### src/logic/ldm_pkg.sv
package ldm_pkg;
  // ==========================================
  // bus identity and register map
  localparam logic [6:0] DEV_ADDR    = 7'h2c;
  localparam int         NREG        = 6;
  localparam logic [7:0] A_DIM_METH  = 8'ha0;
  localparam logic [7:0] A_FULL_SCL  = 8'ha1;
  localparam logic [7:0] A_UV_LEVEL  = 8'ha2;
  localparam logic [7:0] A_SW_RATE   = 8'ha3;
  localparam logic [7:0] A_EDGE_SLP  = 8'ha4;
  localparam logic [7:0] A_OC_SHDN   = 8'ha5;
  localparam logic [7:0] A_STORE_CTL = 8'hff;
  localparam logic [7:0] REG_ADDR [NREG] = '{A_DIM_METH, A_FULL_SCL, A_UV_LEVEL,
                                             A_SW_RATE, A_EDGE_SLP, A_OC_SHDN};
  localparam logic [7:0] REG_RST  [NREG] = '{8'h01, 8'h05, 8'h03, 8'h01, 8'h00, 8'h00};
  localparam logic [7:0] REG_MASK [NREG] = '{8'h03, 8'h0f, 8'h07, 8'h03, 8'h03, 8'h01};
  localparam logic [7:0] CTL_RST  = 8'h00;
  localparam logic [7:0] CTL_MASK = 8'h81;
  localparam int         CTL_STORE_BIT = 7;
  localparam int         CTL_NVRD_BIT  = 0;
  localparam logic [2:0] UV_MAX   = 3'h4;
  // ==========================================
  // brightness levels, 1023 = full scale
  localparam logic [9:0] LVL_FULL    = 10'h3ff;
  localparam logic [9:0] LVL_QUARTER = 10'h100;
  localparam logic [9:0] LVL_MIN     = 10'h00a;
  // ==========================================
  // timing
  localparam int CLK_MHZ        = 200;
  localparam int MIN_DECODE_US  = 400;
  localparam int MIN_DECODE_CYC = MIN_DECODE_US * CLK_MHZ;
  localparam int FULL_TMO_MS    = 20;
  localparam int FULL_TMO_CYC   = FULL_TMO_MS * 1000 * CLK_MHZ;
  localparam int CNT_W          = 23;
  // ==========================================
  // types
  typedef enum logic [1:0] {
    M_DIRECT = 2'h0, M_MIXED = 2'h1, M_ANALOG = 2'h2, M_RSVD = 2'h3
  } ldm_mode_e;
  typedef enum logic [2:0] {
    I_IDLE = 3'b000, I_DEV = 3'b001, I_PTR = 3'b011, I_WR = 3'b010, I_RD = 3'b110
  } ldm_i2c_e;
  typedef struct packed {
    ldm_mode_e  mode;
    logic [3:0] full_scale;
    logic [2:0] undervoltage_threshold;
    logic [1:0] switching_rate_select;
    logic [1:0] slew_rate_select;
    logic       current_limit_shutdown_enable;
  } ldm_cfg_s;
  typedef struct packed {
    logic [5:0] on;
    logic [9:0] level;
  } ldm_sink_s;
endpackage

### src/logic/ldm_top.sv
`timescale 1ns/1ps
// Functional notes
// - mixed mode: input duty becomes one 10-bit brightness for all six sinks
// - mixed mode, duty 25..100%: steady amplitude 25..100% of full scale
// - mixed mode, duty under 25%: sinks pulse at input rate, 25% amplitude
// - analog mode: never pulsed, amplitude follows duty over 1..100%
// - analog brightness resolution at most 10 bits
// - direct mode: sinks on while input high, off while low
// - method field 1:0: 00 direct, 01 mixed, 10 analog, reset 01
// - method register at A0h, default 01h
// - reserved bits drop writes and read as zero
// - four-bit full-scale code at A1h bits 3:0, reset 5
// - undervoltage code bits 2:0, codes above 100 act as 100, reset 3
// - switching code bits 1:0 selects 450/600/800/1200 kHz, reset 1
// - undervoltage at A2h default 03h, switching at A3h default 01h
// - slew-rate selection at A4h, default 00h
// - current-limit shutdown enable at A5h, default 00h disabled
// - control at FFh, default 00h, steers access to working or stored set
// - every configuration register is readable and writable
// - decoded modes wait two periods and 400 us; direct acts at once
// - input held high after first rise: full duty after about 20 ms
// - I2C address byte 58h, then register pointer, auto-increment
// - control bit 0 low reads working set, high reads stored set
module ldm_top #(
  parameter int MIN_DECODE_CYC = ldm_pkg::MIN_DECODE_CYC,
  parameter int FULL_TMO_CYC   = ldm_pkg::FULL_TMO_CYC
) (
  input  wire logic        clk,
  input  wire logic        srst,
  input  wire logic        brightness_pwm_input,
  input  wire logic        scl_i,
  output logic             scl_o,
  output logic             scl_oe,
  input  wire logic        sda_i,
  output logic             sda_o,
  output logic             sda_oe,
  output ldm_pkg::ldm_cfg_s  cfg,
  output ldm_pkg::ldm_sink_s sink,
  output logic             nv_store_trigger
);
  localparam int CW = ldm_pkg::CNT_W;
  localparam logic [CW-1:0] TMO_LAST = CW'(FULL_TMO_CYC - 1);
  localparam logic [CW-1:0] SET_LAST = CW'(MIN_DECODE_CYC - 1);

  function automatic logic [2:0] reg_idx(input logic [7:0] a);
    reg_idx = 3'h7;
    for (int i = 0; i < ldm_pkg::NREG; i++) begin
      if (a == ldm_pkg::REG_ADDR[i]) reg_idx = 3'(i);
    end
  endfunction

  // ==========================================
  // pin synchronisers, change taken once stages 2 and 3 agree
  logic [2:0] pwm_s, scl_s, sda_s;
  logic       pwm_f, scl_f, sda_f, scl_p, sda_p, pwm_p;
  always_ff @(posedge clk) begin
    pwm_s <= {pwm_s[1:0], brightness_pwm_input};
    scl_s <= {scl_s[1:0], scl_i};
    sda_s <= {sda_s[1:0], sda_i};
  end
  always_ff @(posedge clk) begin
    if (srst) begin
      pwm_f <= 1'b0;
      scl_f <= 1'b1;
      sda_f <= 1'b1;
      pwm_p <= 1'b0;
      scl_p <= 1'b1;
      sda_p <= 1'b1;
    end else begin
      if (pwm_s[1] == pwm_s[2]) pwm_f <= pwm_s[2];
      if (scl_s[1] == scl_s[2]) scl_f <= scl_s[2];
      if (sda_s[1] == sda_s[2]) sda_f <= sda_s[2];
      pwm_p <= pwm_f;
      scl_p <= scl_f;
      sda_p <= sda_f;
    end
  end
  wire scl_rise = scl_f & ~scl_p;
  wire scl_fall = ~scl_f & scl_p;
  wire i_start  = scl_f & scl_p & sda_p & ~sda_f;
  wire i_stop   = scl_f & scl_p & ~sda_p & sda_f;
  wire pwm_rise = pwm_f & ~pwm_p;

  // ==========================================
  // configuration registers, working and stored copies
  logic [7:0] wk_r [ldm_pkg::NREG];
  logic [7:0] nv_r [ldm_pkg::NREG];
  logic [7:0] ctl_r, ptr_r, sh_r, tx_r;
  logic       wr_en;
  wire  [2:0] ptr_idx = reg_idx(ptr_r);
  wire        nv_sel  = ctl_r[ldm_pkg::CTL_NVRD_BIT];
  logic [7:0] rd_byte;
  always_comb begin
    rd_byte = 8'h00;
    if (ptr_r == ldm_pkg::A_STORE_CTL) rd_byte = ctl_r;
    else if (ptr_idx != 3'h7) rd_byte = nv_sel ? nv_r[ptr_idx] : wk_r[ptr_idx];
  end
  always_ff @(posedge clk) begin
    if (srst) begin
      for (int i = 0; i < ldm_pkg::NREG; i++) begin
        wk_r[i] <= ldm_pkg::REG_RST[i];
        nv_r[i] <= ldm_pkg::REG_RST[i];
      end
    end else begin
      if (ctl_r[ldm_pkg::CTL_STORE_BIT]) begin
        for (int i = 0; i < ldm_pkg::NREG; i++) nv_r[i] <= wk_r[i];
      end
      if (wr_en && ptr_idx != 3'h7) begin
        if (nv_sel) nv_r[ptr_idx] <= sh_r & ldm_pkg::REG_MASK[ptr_idx];
        else wk_r[ptr_idx] <= sh_r & ldm_pkg::REG_MASK[ptr_idx];
      end
    end
  end
  // store request clears itself once the copy has been taken
  always_ff @(posedge clk) begin
    if (srst) ctl_r <= ldm_pkg::CTL_RST;
    else if (wr_en && ptr_r == ldm_pkg::A_STORE_CTL) ctl_r <= sh_r & ldm_pkg::CTL_MASK;
    else ctl_r[ldm_pkg::CTL_STORE_BIT] <= 1'b0;
  end
  always_ff @(posedge clk) begin
    if (srst) nv_store_trigger <= 1'b0;
    else nv_store_trigger <= ctl_r[ldm_pkg::CTL_STORE_BIT];
  end
  always_comb begin
    cfg.mode = ldm_pkg::ldm_mode_e'(wk_r[0][1:0]);
    cfg.full_scale = wk_r[1][3:0];
    cfg.undervoltage_threshold = (wk_r[2][2:0] > ldm_pkg::UV_MAX) ?
                                 ldm_pkg::UV_MAX : wk_r[2][2:0];
    cfg.switching_rate_select = wk_r[3][1:0];
    cfg.slew_rate_select = wk_r[4][1:0];
    cfg.current_limit_shutdown_enable = wk_r[5][0];
  end

  // ==========================================
  // I2C slave
  ldm_pkg::ldm_i2c_e st_r;
  logic [3:0] bit_r;
  logic       rd_ok_r, oe_r;
  assign scl_o  = 1'b0;
  assign scl_oe = 1'b0;
  assign sda_o  = 1'b0;
  assign sda_oe = oe_r;
  assign wr_en  = scl_fall && bit_r == 4'h8 && st_r == ldm_pkg::I_WR;
  always_ff @(posedge clk) begin
    if (srst || i_stop) begin
      st_r <= ldm_pkg::I_IDLE;
      bit_r <= 4'h0;
      oe_r <= 1'b0;
      rd_ok_r <= 1'b0;
    end else if (i_start) begin
      st_r <= ldm_pkg::I_DEV;
      bit_r <= 4'h0;
      oe_r <= 1'b0;
      rd_ok_r <= 1'b0;
    end else if (st_r != ldm_pkg::I_IDLE) begin
      if (scl_rise) begin
        bit_r <= bit_r + 4'h1;
        if (bit_r < 4'h8) sh_r <= {sh_r[6:0], sda_f};
        else if (st_r == ldm_pkg::I_RD) rd_ok_r <= ~sda_f;
      end
      if (scl_fall) begin
        unique case (bit_r)
          4'h8: begin
            oe_r <= 1'b1;
            unique case (st_r)
              ldm_pkg::I_DEV: begin
                if (sh_r[7:1] == ldm_pkg::DEV_ADDR) begin
                  st_r <= sh_r[0] ? ldm_pkg::I_RD : ldm_pkg::I_PTR;
                  rd_ok_r <= sh_r[0];
                end else begin
                  st_r <= ldm_pkg::I_IDLE;
                  oe_r <= 1'b0;
                end
              end
              ldm_pkg::I_PTR: begin
                ptr_r <= sh_r;
                st_r <= ldm_pkg::I_WR;
              end
              ldm_pkg::I_WR: ptr_r <= ptr_r + 8'h01;
              default: oe_r <= 1'b0;
            endcase
          end
          4'h9: begin
            bit_r <= 4'h0;
            oe_r <= 1'b0;
            if (st_r == ldm_pkg::I_RD) begin
              if (rd_ok_r) begin
                tx_r <= rd_byte;
                oe_r <= ~rd_byte[7];
                ptr_r <= ptr_r + 8'h01;
              end else st_r <= ldm_pkg::I_IDLE;
            end
          end
          default: oe_r <= (st_r == ldm_pkg::I_RD) && ~tx_r[3'(4'h7 - bit_r)];
        endcase
      end
    end
  end

  // ==========================================
  // duty measurement
  logic [CW-1:0] per_r, hi_r, hi_last_r, set_r, dper_r;
  logic [CW:0]   rem_r;
  logic [10:0]   q_r;
  logic [3:0]    div_r;
  logic [1:0]    npr_r;
  logic          seen_r, tmo_r, upd_r;
  logic [9:0]    duty_r;
  wire settled = (set_r == SET_LAST) && (npr_r == 2'h2);
  always_ff @(posedge clk) begin
    if (srst) set_r <= '0;
    else if (set_r != SET_LAST) set_r <= set_r + 1'b1;
  end
  always_ff @(posedge clk) begin
    if (srst) begin
      per_r <= '0;
      hi_r <= '0;
      hi_last_r <= '0;
      seen_r <= 1'b0;
      npr_r <= 2'h0;
      tmo_r <= 1'b0;
    end else if (pwm_rise) begin
      // the rise cycle is the first counted cycle of the new period
      per_r <= CW'(1);
      hi_r <= CW'(1);
      hi_last_r <= hi_r;
      seen_r <= 1'b1;
      tmo_r <= 1'b0;
      if (seen_r && npr_r != 2'h2) npr_r <= npr_r + 2'h1;
    end else begin
      if (per_r != TMO_LAST) per_r <= per_r + 1'b1;
      if (pwm_f && hi_r != TMO_LAST) hi_r <= hi_r + 1'b1;
      if (seen_r && pwm_f && per_r == TMO_LAST && hi_r == TMO_LAST) tmo_r <= 1'b1;
    end
  end
  // restoring divider: q = hi * 1024 / period, one bit a cycle
  always_ff @(posedge clk) begin
    if (srst) begin
      div_r <= 4'h0;
      upd_r <= 1'b0;
      q_r <= '0;
      rem_r <= '0;
      dper_r <= '0;
    end else begin
      upd_r <= 1'b0;
      if (pwm_rise && seen_r) begin
        div_r <= 4'hb;
        rem_r <= {1'b0, hi_r};
        dper_r <= per_r;
        q_r <= '0;
      end else if (div_r != 4'h0) begin
        div_r <= div_r - 4'h1;
        upd_r <= (div_r == 4'h1);
        if (rem_r >= {1'b0, dper_r}) begin
          q_r <= {q_r[9:0], 1'b1};
          rem_r <= (rem_r - {1'b0, dper_r}) << 1;
        end else begin
          q_r <= {q_r[9:0], 1'b0};
          rem_r <= rem_r << 1;
        end
      end
    end
  end
  always_ff @(posedge clk) begin
    if (srst) duty_r <= ldm_pkg::LVL_FULL;
    else if (settled && tmo_r) duty_r <= ldm_pkg::LVL_FULL;
    else if (settled && upd_r) duty_r <= q_r[10] ? ldm_pkg::LVL_FULL : q_r[9:0];
  end

  // ==========================================
  // sink drive
  wire [CW+1:0] on_len = {hi_last_r, 2'b00};
  wire          gate   = ({2'b00, per_r} <= on_len) || tmo_r;
  ldm_pkg::ldm_sink_s sk_nxt;
  always_comb begin
    sk_nxt.on = 6'h00;
    sk_nxt.level = ldm_pkg::LVL_FULL;
    unique case (cfg.mode)
      ldm_pkg::M_DIRECT: sk_nxt.on = {6{pwm_f}};
      ldm_pkg::M_MIXED: begin
        if (duty_r >= ldm_pkg::LVL_QUARTER) begin
          sk_nxt.on = {6{settled}};
          sk_nxt.level = duty_r;
        end else begin
          sk_nxt.on = {6{settled & gate}};
          sk_nxt.level = ldm_pkg::LVL_QUARTER;
        end
      end
      ldm_pkg::M_ANALOG: begin
        sk_nxt.on = {6{settled}};
        sk_nxt.level = (duty_r < ldm_pkg::LVL_MIN) ? ldm_pkg::LVL_MIN : duty_r;
      end
      ldm_pkg::M_RSVD: sk_nxt.on = 6'h00;
    endcase
  end
  always_ff @(posedge clk) begin
    if (srst) sink <= '0;
    else sink <= sk_nxt;
  end

  // ==========================================
  // checks
  AST_MODE_RST: assert property (@(posedge clk) srst |=> cfg.mode == ldm_pkg::M_MIXED)
    else $error("method not 01 after reset");
  AST_DIRECT: assert property (@(posedge clk) disable iff (srst)
    cfg.mode == ldm_pkg::M_DIRECT && $stable(cfg.mode) |=> sink.on == {6{$past(pwm_f)}})
    else $error("direct mode sinks not following input");
  AST_ANALOG: assert property (@(posedge clk) disable iff (srst)
    cfg.mode == ldm_pkg::M_ANALOG && settled ##1 cfg.mode == ldm_pkg::M_ANALOG
    |-> sink.on == 6'h3f && sink.level >= ldm_pkg::LVL_MIN)
    else $error("analog mode pulsed or below floor");
  AST_MIX_LOW: assert property (@(posedge clk) disable iff (srst)
    cfg.mode == ldm_pkg::M_MIXED && duty_r < ldm_pkg::LVL_QUARTER
    |=> sink.level == ldm_pkg::LVL_QUARTER)
    else $error("mixed low duty not at quarter level");
  AST_RSVD_OFF: assert property (@(posedge clk) disable iff (srst)
    cfg.mode == ldm_pkg::M_RSVD |=> sink.on == 6'h00)
    else $error("reserved method drives sinks");
  AST_MASK: assert property (@(posedge clk) disable iff (srst)
    (wk_r[1] & ~ldm_pkg::REG_MASK[1]) == 8'h00 && (ctl_r & ~ldm_pkg::CTL_MASK) == 8'h00)
    else $error("reserved bits stored");
  AST_UV: assert property (@(posedge clk) disable iff (srst)
    cfg.undervoltage_threshold <= ldm_pkg::UV_MAX)
    else $error("undervoltage code above 100");
  AST_SETTLE: assert property (@(posedge clk) disable iff (srst)
    $changed(duty_r) |-> $past(settled))
    else $error("brightness changed before settling");
  AST_STORE: assert property (@(posedge clk) disable iff (srst)
    ctl_r[ldm_pkg::CTL_STORE_BIT] |=> nv_store_trigger && nv_r[0] == $past(wk_r[0]))
    else $error("store request not copied");
  AST_ACK: assert property (@(posedge clk) disable iff (srst || i_stop || i_start)
    scl_fall && bit_r == 4'h8 && st_r == ldm_pkg::I_DEV && sh_r[7:1] == ldm_pkg::DEV_ADDR
    |=> sda_oe)
    else $error("address not acknowledged");
endmodule

### config.mk
export PLATFORM = sky130hd
export DESIGN_NAME = ldm_top
export DESIGN_NICKNAME = d
export VERILOG_FILES = /design/src/logic/ldm_pkg.sv /design/src/logic/ldm_top.sv
export SDC_FILE = /design/constraint.sdc
export NUM_CORES = 1
export LEC_CHECK = 0
export BUFFER_PORTS_ARGS = -buffer_cell sky130_fd_sc_hd__buf_2
export CORE_MARGIN = 5
export CORE_UTILIZATION = 39
export DETAILED_ROUTE_END_ITERATION = 16
export PLACE_DENSITY = 0.57
export SYNTH_ARGS = -nofsm -noshare
export SYNTH_HDL_FRONTEND = slang
export SYNTH_SLANG_ARGS = --single-unit
### constraint.sdc
create_clock -name clk -period 8.5 [get_ports clk]
set_clock_uncertainty 0.05 [all_clocks]
set_input_delay 1.275 -clock clk [delete_from_list [all_inputs] [get_ports clk]]
set_output_delay 1.275 -clock clk [all_outputs]
set_load 0.02 [all_outputs]
# Yosys cells after proc, flatten, opt, wreduce, memory -nomap -nowiden
# Memory sizes are Yosys's and may differ from the RTL's.
# Index checks and enable logic that the tools add are counted.
[totals]
reg_bits = 236
ramBits = 96
rom_bits = 64
in_bits = 5
output_inout_bits = 35
word_cells = 248
memories = 3
[classes]
addsub = 9
n_lt_le_gt_ge = 8
n_eq_ne = 38
n_mux = 79
n_bitwise = 29
reduce_logical = 42
[memory_table]
columns = ["memory", "depth", "word_bits", "rd", "rd_ports_with_merged_regs", "write_ports", "line_no", "text"]
rows = [
  ["(no name shown)", 8, 8, 1, 0, 0, "ldm_top.sv:110", "else wk_r[ptr_idx] <= sh_r & ldm_pkg::REG_MASK[ptr_idx];"],
  ["nv_r", 6, 8, 1, 0, 7, "ldm_top.sv:87", "logic [7:0] nv_r [ldm_pkg::NREG];"],
  ["wk_r", 6, 8, 7, 0, 6, "ldm_top.sv:86", "logic [7:0] wk_r [ldm_pkg::NREG];"],
]
[ops]
columns = ["op", "count"]
rows = [
  ["two-way mux 8 bit", 14],
  ["adder 23 x 1 -> 23 bit, second input constant", 3],
  ["== test 8 bit, second input constant", 7],
  ["== test 23 x 22 -> 1 bit, second input constant", 2],
  ["two-way mux 23 bit", 2],
  ["!= test 23 x 22 -> 1 bit, second input constant", 2],
  ["two-way mux 3 bit", 12],
  ["two-way mux 1 bit", 33],
  ["one-hot mux 8 bit (2 select lines)", 2],
  ["less-or-equal comparator 23 x 25 -> 1 bit", 1],
  [">= comparator 24 x 23 -> 1 bit", 1],
  ["two-way mux 24 bit", 1],
  ["one-hot mux 6 bit (4 select lines)", 1],
  ["== test 23 x 17 -> 1 bit, second input constant", 1],
  ["!= test 23 x 17 -> 1 bit, second input constant", 1],
  ["subtractor 23 bit", 1],
  ["two-way mux 10 bit", 2],
  ["two-way mux 4 bit", 5],
  ["one-hot mux 10 bit (2 select lines)", 1],
  ["two-way mux 16 bit", 1],
  ["logical AND 1 bit", 14],
  ["OR reduction 2 bit", 7],
  ["inverter 1 bit", 12],
  ["one-hot mux 3 bit (2 select lines)", 2],
  ["other kinds (42)", 77],
]

# Longest topological paths before layout
# Gate-level depths: netlist (run 1).
# An unclocked memory read counts as a cell.
[depth]
ltp_word = 15
ltp_mapped = 14
ltp_nobuf = 13

# Worst setup path after synthesis (run 1)
# OpenSTA, ideal clock, no wires.
[synth_path]
path_kind = "input-to-reg"
start = "in srst"
end = "reg ptr_r[0], enable pin"
setup_ps = 419
arrival_ps = 3126
setup_slack_ps = 4905
path_stages = 3
path_buffers = 1
cell_sequence = "clkbuf_1 a31o_2 a2111oi_0"
[synth_via]
elab_chain_cells = 3
[synth_rtl]
columns = ["item", "line_no", "text"]
rows = [
  ["from (decl)", "ldm_top.sv:29", "input wire logic srst,"],
  ["logical OR 1 bit", "ldm_top.sv:145", "if (srst || i_stop) begin"],
  ["inverter 1 bit (no line)", "-", ""],
  ["AND reduction 8 bit (no line)", "-", ""],
  ["to (signal assigned)", "ldm_top.sv:176", "ptr_r <= sh_r;"],
  ["to (signal assigned)", "ldm_top.sv:179", "ldm_pkg::I_WR: ptr_r <= ptr_r + 8'h01;"],
  ["to (signal assigned)", "ldm_top.sv:190", "ptr_r <= ptr_r + 8'h01;"],
  ["to (decl)", "ldm_top.sv:88", "logic [7:0] ctl_r, ptr_r, sh_r, tx_r;"],
]
# Every way passes these cells.
# A chain may end at the register's enable or synchronous reset.

==> impl_metrics.toml, run 1 <==
[run_status]
status = "finished, final reports clean"

[sta]
max-slew-margin-rel_pct = 25.64
hold_ws_ps = 275.0
fmax_mhz = 288.6
fin_crit_ps = 3465
drv_slew = 0
finalCritPeriodShare_pct = 40.76
worstMarginPinSlew_ps = 1113
fin_ws_ps = 5035
hold_viol = 0
fin_setup_tns_ps = 0
setup_viol = 0
rsz0062_at_grt = "no"

[logic_synthesis]
synth_cell_types = 68
synth_cells = 1631
synth_seq_area_share_pct = 45.89
synth_seq_cells = 284
async_flop_share_pct = 0
ys.flop_type = "dfxtp_1"
avgSynthCellArea_um2 = 8.626
synth.most_common_cell = "nand2_1"
synthTopCellsByArea = "dfxtp_1, edfxtp_1, nand2_1"
netlist_area_um2 = 14070
synth_edf_count = 77
synth.top_cell.area_share_pct = 29.45
synth.top_cells.by_count = "nand2_1, dfxtp_1, nor2_1, a21oi_1, edfxtp_1"
yosysTopAreaCell = "dfxtp_1"
yosys_warnings = 0

[final_layout]
diodes = 0
fin_nets = 1694
areaGrowthSynthToFinish_pct = 11.37
layout-drive-gt1-share_pct = 7.506
fill_cells = 3516
final_area_um2 = 15670

[critical_path]
crit_type = "reg2reg"
critPathTopFamily = "simple AND/OR/NAND/NOR gates"
path_common_cell = "nand2_1"
crit_chain = "or4_1 -> a211oi_1 -> inv_1 -> ha_1 -> or2b_1 -> nand2_1 -> nor3b_4 -> nand2_1 -> nand3_1 -> o21ai_0"
start_kind = "flop"
critPathMaxStageDelay_ps = 700
slowest_stage = "or4_1"
cp-end-kind = "flop"
critPathBufInv = 1
crit_fanout = 8
cp_data_arrival_time_ps = 3600
cp_data_required_time_ps = 8640

[global_route]
grt_overflow = 0
grt_max_degree = 82
grt_pass1_wl_mm = 57.57
grt.total_usage_pct = 17.52
grt_pass1_vias = 10903
antenna_found_initial = 0

[place]
dpl-instance-area_um2 = 14550
io_buffers = 36
dpl.hpwl_mm = 24.35
pre_cts_ws_ps = 5058
place.gp.congestion = 0.8593

[floorplanning]
die_h_um = 199.9
die-area_um2 = 39970
num_rows = 69
die_x_um = 199.9
ios = 40
initial_core_util_pct = 39.56
core_area_um2 = 35570

[routing]
avgRoutedWirePerCell_um = 16.56
drc = 0
drt_first_pass_iters = 5
wl_mm = 35.00
drt_iter0_markers = 649
postRouteAntennaNets = 0
detail_route.vias_per_cell = 5.353
num_vias = 11311

[cts]
h-tree-depth = 2
holdBufCountCts = 0
clock_path_buffers = 3
clk_latency_ps = 500
cts_resized = 0
cts_tree = "yes"
clockRootBuffer = "clkbuf_16"
clock-sinks = 284
worst_setup_hold_path_clk_slew_ps = 60
cts_buffers = 35
postCtsSetupBuffers = 0

[hold_path]
holdCritPathClass = "reg2reg"

[power_and_ir_drop]
power_density_nw_per_um2 = 252.1
peakVddDrop_mv = 0.1884
p_leak_nw = 5.704
total_power_mw = 3.950

[flow_run]
drv_cap = 0
## flip-flops by register name (all words and copies together) (netlist names), 10 cells and up
register,count
nv_r,28
wk_r,28
rem_r,24
dper_r,23
hi_last_r,23
hi_r,23
per_r,23
set_r,23
q_r,11
sink,11
duty_r,10
## area by class of cell
class	instances	area (µm²)	area share [%]
clock buffers	47	1035	6.604
clock inverters	14	87.58	0.5590
inverters	72	270.3	1.725
multi-input cells	1188	6978	44.53
flip-flops and latches	284	6456	41.20
well taps	461	576.8	3.681
repair buffers	47	265.3	1.693
## power breakdown
part | internal [mW] | leakage [nW] | switching (mW)
logic | 0.398 | 2.77 | 0.613
registers | 1.45 | 2.39 | 0.0546
clock network | 0.857 | 0.551 | 0.576
## per-stage QoR
| stage | cells | util [%] |
|---|---|---|
| 2_1_floorplan | 1635 | - |
| 3_3_place_gp | 2052 | 40.90 |
| 3_5_place_dp | 2052 | 40.90 |
| 4_1_cts | 2113 | 44.05 |
| 5_1_grt | 2113 | 44.05 |
| 6_report | 2113 | 44.05 |
## kinds of logic (layout without fill, tap and decap cells)
kind of cell	count (synthesis)	after routing	share of synthesized area, %
AND/OR/NAND/NOR	673	673	22.51
AO/OA/AOI/OAI	347	347	14.69
flip-flops	284	284	45.89
buffers and inverters	163	180	4.802
XOR/XNOR	86	86	5.353
adder cells (fa/ha/maj)	61	61	5.478
multiplexers	16	16	1.254
other	1	5	0.02665
## layout by cell type (no fill, tap or decap), drive strengths merged, types with 5 or more instances in the layout
cell type / n
a21o: 10
o22ai: 6
ha: 60
mux2i: 12
a22o: 6
nand4: 19
and3: 35
xnor2: 32
clkinv: 11
a211oi: 16
nor3: 34
o211ai: 14
xor2: 54
o31ai: 7
buf: 47
a221oi: 7
nand3b: 6
a22oi: 15
nand2b: 23
o21ai: 73
nand3: 58
nor2: 169
nor2b: 19
and4: 5
nor3b: 7
or3: 16
inv: 72
nand2: 239
clkbuf: 47
a21oi: 152
a31oi: 13
conb: 5
edfxtp: 77
and2: 9
dfxtp: 207
o21bai: 7
nor4: 16
## final timing paths
kind                                    startpoint                    to  slack (ps)  depth (start not counted)
worst max-delay path            ptr_r[3]$_DFFE_PP_  nv_r[1][1]$_DFFE_PP_        5040                         10
worst min-delay path              sda_s[0]$_DFF_P_      sda_s[1]$_DFF_P_         280                          0
worst max register to register  ptr_r[3]$_DFFE_PP_  nv_r[1][1]$_DFFE_PP_        5040                         10
worst min register to register    sda_s[0]$_DFF_P_      sda_s[1]$_DFF_P_         280                          0
## layer usage
metal / global-route usage (%) / share of wire (%) / vias up
met5: 0 / 0 / -
met2: 28.04 / 45 / 252
met4: 5.057 / 2.5 / 0
met3: 2.383 / 4.2 / 65
met1: 24.93 / 48 / 5309
li1: - / - / 5685
## worst reg2reg max path, delay by kind of cell, from the launching register on
kind	cells	cell delay, ps
buf+inv	1	110
compound gates	2	460
fa+ha+maj	1	200
simple gates	6	1880
flops	1	450
Note: power is estimated with default switching activity, not from simulation.
==> run 2: changes to the inputs <==
Settings changed: ABC_AREA set to 1.
Clock period 8.5 ns to 3.4 ns, I/O delays scaled along.
==> run 2 against run 1 <==
Against the previous run:
- combinational power rose to 3.1 times the previous value
- register-to-register slack got worse by 4600 ps
- via count rose by 24%
- sequential share of layout area fell by 4.3 points
- critical endpoint unchanged
- largest power group is now the clock network
==> impl_metrics.toml, run 2 <==
[critical_path]
rrSetupSlack_ps = 410
crit-reg2reg-launch = "ptr_r[0]$_DFFE_PP_"
reg2reg_depth = 13
r2r_end = "nv_r[1][1]$_DFFE_PP_"
start_kind = "flop"
crit_fanout = 9
cp-end-kind = "flop"
crit_type = "reg2reg"
cp_data_required_time_ps = 3500
cp_data_arrival_time_ps = 3100

[place]
dpl-instance-area_um2 = 16280
place_inst = 2670
io_buffers = 36
dpl.hpwl_mm = 33.51
place.gp.congestion = 0.9237

[cts]
h-tree-depth = 2
postCtsSetupBuffers = 0
clockRootBuffer = "clkbuf_16"
worst_setup_hold_path_clk_slew_ps = 60
clock-sinks = 284
cts_resized = 0
clk_latency_ps = 530
cts_tree = "yes"
clock_path_buffers = 3
holdBufCountCts = 0
cts_buffers = 34

[global_route]
grt_pass1_wl_mm = 70.26
grt_max_degree = 61
grt_overflow = 0
antenna_found_initial = 0
grt.total_usage_pct = 19.42
grt_pass1_vias = 13031

[hold_path]
holdCritPathClass = "in2reg"
min_delay_path_depth = 1
min_to = "scl_s[0]$_DFF_P_"
hold_path.startpoint = "scl_i"

[floorplanning]
ios = 40
die-area_um2 = 44140
die_h_um = 210.1
num_rows = 73
die_x_um = 210.1
initial_core_util_pct = 39.39
core_area_um2 = 39640

[sta]
worstMarginPinSlew_ps = 637.3
hold_ws_ps = 33.95
fin_crit_ps = 2995
finalCritPeriodShare_pct = 88.08
setup_viol = 0
max-slew-margin-rel_pct = 57.07
drv_slew = 0
hold_viol = 0
rsz0062_at_grt = "no"
fmax_mhz = 333.9
fin_setup_tns_ps = 0

[final_layout]
layout-drive-gt1-share_pct = 7.793
top_regs = "nv_r: 28 flops, wk_r: 28 flops, rem_r: 24 flops"
fill_cells = 4108
final_cell_mix = "nand2_1, inv_1, nor2_1"
layout_commonest_cell = "nand2_1"
finalNonFillerCells = 2732
final_area_um2 = 17500
fin_nets = 2247
areaGrowthSynthToFinish_pct = 12.07
diodes = 0

[power_and_ir_drop]
switching_share_pct = 34.30
p_leak_nw = 7.223
power_density_nw_per_um2 = 618.0
p_clk_share_pct = 36.0
intPower_mw = 7.106
power_switching_mw = 3.710
total_power_mw = 10.82
combPwrFrac_pct = 28.7
seq_power_share_pct = 35.3
peakVddDrop_mv = 0.3507

[logic_synthesis]
netlist_area_um2 = 15620
async_flop_share_pct = 0
synthTopCellsByArea = "dfxtp_1, edfxtp_1, nand2_1"
avgSynthCellArea_um2 = 7.236
synth_seq_cells = 284
synth.top_cells.by_count = "nand2_1, inv_1, nor2_1, dfxtp_1, a21oi_1"
synth_cells = 2158
synth.most_common_cell = "nand2_1"
synth.top_cell.area_share_pct = 26.54
yosysTopAreaCell = "dfxtp_1"
ys.flop_type = "dfxtp_1"
yosys_warnings = 0
synth_cell_types = 51
synth_seq_area_share_pct = 41.34
synth_edf_count = 77

[run_status]
status = "finished, final reports clean"

[flow_run]
drv_cap = 0

[routing]
detail_route.vias_per_cell = 5.123
drc = 0
wl_mm = 44.12
postRouteAntennaNets = 0
avgRoutedWirePerCell_um = 16.15
num_vias = 13997
drt_first_pass_iters = 5
drt_iter0_markers = 934
## run 2: power by group through the flow
stage	sequential, mW	clock [mW]	combinational (mW)
2_1_floorplan	3.84	0	2.38
3_3_place_gp	3.89	0	3.06
3_5_place_dp	3.89	0	3.09
4_1_cts	3.82	3.97	3.10
5_1_grt	3.84	4.12	3.54
6_report	3.82	3.89	3.11
## run 2: through the flow
stage | worst slack (ps) | util [%]
floorplan | 806.4 | -
global placement | 477.2 | 41.08
detailed placement | 423.3 | 41.08
CTS | 438.8 | 44.15
global route | 103.0 | 44.15
finish | 405.3 | 44.15
## run 2: per-layer routing
metal	GRT usage (%)	share of wire, %
met1	26.69	46
met4	4.298	1.8
met3	2.352	4.8
met2	33.01	47
met5	0	0
## run 2: cells by family (layout without fill, tap and decap cells)
group           after synthesis  count (layout)  share of synthesized area [%]
simple gates               1010            1010                          28.51
buf+inv                     389             434                          9.935
compound gates              372             372                          12.94
flops                       284             284                          41.34
fa+ha+maj                    63              63                          5.064
xor+xnor                     39              39                          2.187
other cells                   1               5                        0.02401
## run 2: critical path, cell delays in order, from the launching register on
cell and delay (ps):
edfxtp_1 420, inv_1 140, ha_1 220, nand3_1 160
nor2_4 200, inv_1 80, nand2_2 100, nand2_4 110
ha_1 240, nand2_2 80, nand2_2 60, inv_4 110
nand2_1 150, o21ai_0 520
## run 2: area by class of cell
| class | instances | area [µm²] | area share (%) |
|---|---|---|---|
| clock buffer | 46 | 987.2 | 5.641 |
| timing repair buffer | 56 | 342.8 | 1.959 |
| multi-input combinational | 1489 | 7640 | 43.65 |
| tap | 525 | 656.9 | 3.753 |
| inverter | 316 | 1189 | 6.792 |
| sequential | 284 | 6456 | 36.89 |
| clock inverter | 16 | 230.2 | 1.315 |
## run 2: worst max-delay path by stage
stage / startpoint / to / slack (ps) / cells past startpoint
after floorplan: ptr_r[0]$_DFFE_PP_ / nv_r[0][0]$_DFFE_PP_ / 810 / 13
after global placement: ptr_r[0]$_DFFE_PP_ / nv_r[1][0]$_DFFE_PP_ / 480 / 13
after detailed placement: ptr_r[0]$_DFFE_PP_ / nv_r[1][2]$_DFFE_PP_ / 420 / 13
after CTS: ptr_r[0]$_DFFE_PP_ / nv_r[1][1]$_DFFE_PP_ / 440 / 13
after global routing: ptr_r[1]$_DFFE_PP_ / nv_r[1][0]$_DFFE_PP_ / 100 / 14
final: ptr_r[0]$_DFFE_PP_ / nv_r[1][1]$_DFFE_PP_ / 410 / 13
==> run 3: changes to the inputs <==
Settings changed: ABC_AREA 1 to 0.
==> run 3 against run 2 <==
Against the previous run:
- wire length shrank 21%
- design area shrank 9.5%
- sequential share of layout area rose by 3.9 points
- highest routed layer unchanged
- register-to-register slack got worse by 80 ps
- non-clock buffer count up 10
- worst setup slack worse by 84 ps
- count of clock-buffer cells in the layout is 1 lower
- critical path depth shrank 4
- first-iteration DRC count decreased by 18%
==> impl_metrics.toml, run 3 (same netlist as run 1, synthesis figures left out) <==
[final_layout]
fill_cells = 3540
seq_area_um2 = 6456
layout-drive-gt1-share_pct = 8.498
areaGrowthSynthToFinish_pct = 12.61
top_regs = "nv_r: 28 flops, wk_r: 28 flops, rem_r: 24 flops"
final_cell_mix = "nand2_1, dfxtp_1, nor2_1"
multi_input_comb_area_um2 = 6978
layout_commonest_cell = "nand2_1"
finalNonFillerCells = 2132
fin_nets = 1713
diodes = 0

[critical_path]
reg2reg_depth = 9
start_kind = "flop"
path_common_cell = "nand2_1"
crit_type = "reg2reg"
critPathMaxStageDelay_ps = 590
cp_data_arrival_time_ps = 3250
cp-end-kind = "flop"
crit_fanout = 8
slowest_stage = "or4_1"
crit_chain = "or4_1 -> or3_1 -> ha_1 -> or2b_1 -> nand2_1 -> nor3b_4 -> buf_4 -> nand2_1 -> nand2_1"
cp_data_required_time_ps = 3570

[sta]
fmax_mhz = 324.8
fin_crit_ps = 3079
setup_viol = 0
fin_setup_tns_ps = 0
worstMarginPinSlew_ps = 985.3
drv_slew = 0
finalCritPeriodShare_pct = 90.55
hold_viol = 0
max-slew-margin-rel_pct = 33.71
rsz0062_at_grt = "no"

[cts]
worst_setup_hold_path_clk_slew_ps = 60
cts_resized = 0
cts_tree = "yes"
cts_buffers = 35
clockRootBuffer = "clkbuf_16"
clock_path_buffers = 3
postCtsSetupBuffers = 0
holdBufCountCts = 0
h-tree-depth = 2
clk_latency_ps = 530
clock-sinks = 284

[floorplanning]
core_area_um2 = 35570
die-area_um2 = 39970
num_rows = 69
die_h_um = 199.9
die_x_um = 199.9
initial_core_util_pct = 39.56
ios = 40

[routing]
drt_first_pass_iters = 6
wl_mm = 35.04
avgRoutedWirePerCell_um = 16.44
postRouteAntennaNets = 0
detail_route.vias_per_cell = 5.368
drc = 0
drt_iter0_markers = 769
num_vias = 11445

[global_route]
grt_pass1_wl_mm = 57.52
busiest_layer = "met2"
grt_max_degree = 117
grt_overflow = 0
grt_use_met1_pct = 24.11
grt.total_usage_pct = 17.52
grtUsageMet3_pct = 2.568
grt_pass1_vias = 11093
antenna_found_initial = 0
grt_util_met2_pct = 28.39

[power_and_ir_drop]
p_leak_nw = 5.828
peakVddDrop_mv = 0.3421
power_density_nw_per_um2 = 633.5

[place]
dpl.hpwl_mm = 24.99
place.gp.congestion = 0.8370
io_buffers = 36
place_inst = 2069

[run_status]
status = "finished, final reports clean"

[flow_run]
drv_cap = 0

[hold_path]
min_delay_path_depth = 1
holdCritPathClass = "in2reg"
run 3: changes by cell type in the layout (fill, tap and decap cells not counted), moves of 16 or more:
| cell | delta |
|---|---|
| inv_1 | -232 |
| nor2_1 | -83 |
| xnor2_1 | +22 |
| nand3_1 | -71 |
| nor2b_1 | +19 |
| and3_1 | +35 |
| a21oi_1 | -19 |
| or3_1 | +16 |
| o21ai_0 | -69 |
| nand2_1 | -213 |
| nor3_1 | -21 |
| nand2b_1 | +23 |
| nand4_1 | -24 |
| xor2_1 | +25 |
run 3: stage by stage:
stage                     total power [mW]  util, %  setup WS [ps]  cell area [µm²]  hold slack [ps]
final                                10.04    44.54          321.4            15840            51.20
after global placement               6.399    41.29          224.9            14690            267.0
after global routing                 10.63    44.54          25.20            15840            38.47
after detailed placement             6.424    41.29          188.8            14690            263.2
after floorplan                      5.805        -          289.9            14080            259.6
after CTS                            10.15    44.50          173.0            15830            25.43
run 3: power by group:
part / switching [mW] / internal (mW)
Clock: 1.45 / 2.23
Sequential: 0.134 / 3.63
Combinational: 1.54 / 1.06
run 3: path summary, 6_finish.rpt:
kind	start	to	slack [ps]
setup / recovery	ptr_r[3]$_DFFE_PP_	nv_r[1][3]$_DFFE_PP_	320
hold reg to reg	sda_s[0]$_DFF_P_	sda_s[1]$_DFF_P_	270
hold / removal	brightness_pwm_input	pwm_s[0]$_DFF_P_	50
setup reg to reg	ptr_r[3]$_DFFE_PP_	nv_r[1][3]$_DFFE_PP_	320
run 3: per-layer routing:
| metal | share of wire [%] | up-vias | wire [µm] |
|---|---|---|---|
| met5 | 0 | - | 0 |
| met4 | 2.9 | 0 | 1032 |
| met3 | 4.3 | 69 | 1517 |
| met2 | 46 | 241 | 16180 |
| met1 | 47 | 5413 | 16310 |
| li1 | - | 5722 | - |
run 3: worst max-delay path, delay by kind of cell (launching register included):
family	cells	cell delay, ps
and+or+nand+nor	7	1940
DFF	1	440
adders and majority gates	1	180
buffers and inverters	1	160
run 3: cell type report:
cell class,count,share of cell area (%)
clock buffers,45,6.286
clock inverters,16,0.9240
inverters,72,1.706
multi-input cells,1188,44.04
flip-flops and latches,284,40.75
well taps,461,3.641
repair buffers,66,2.653
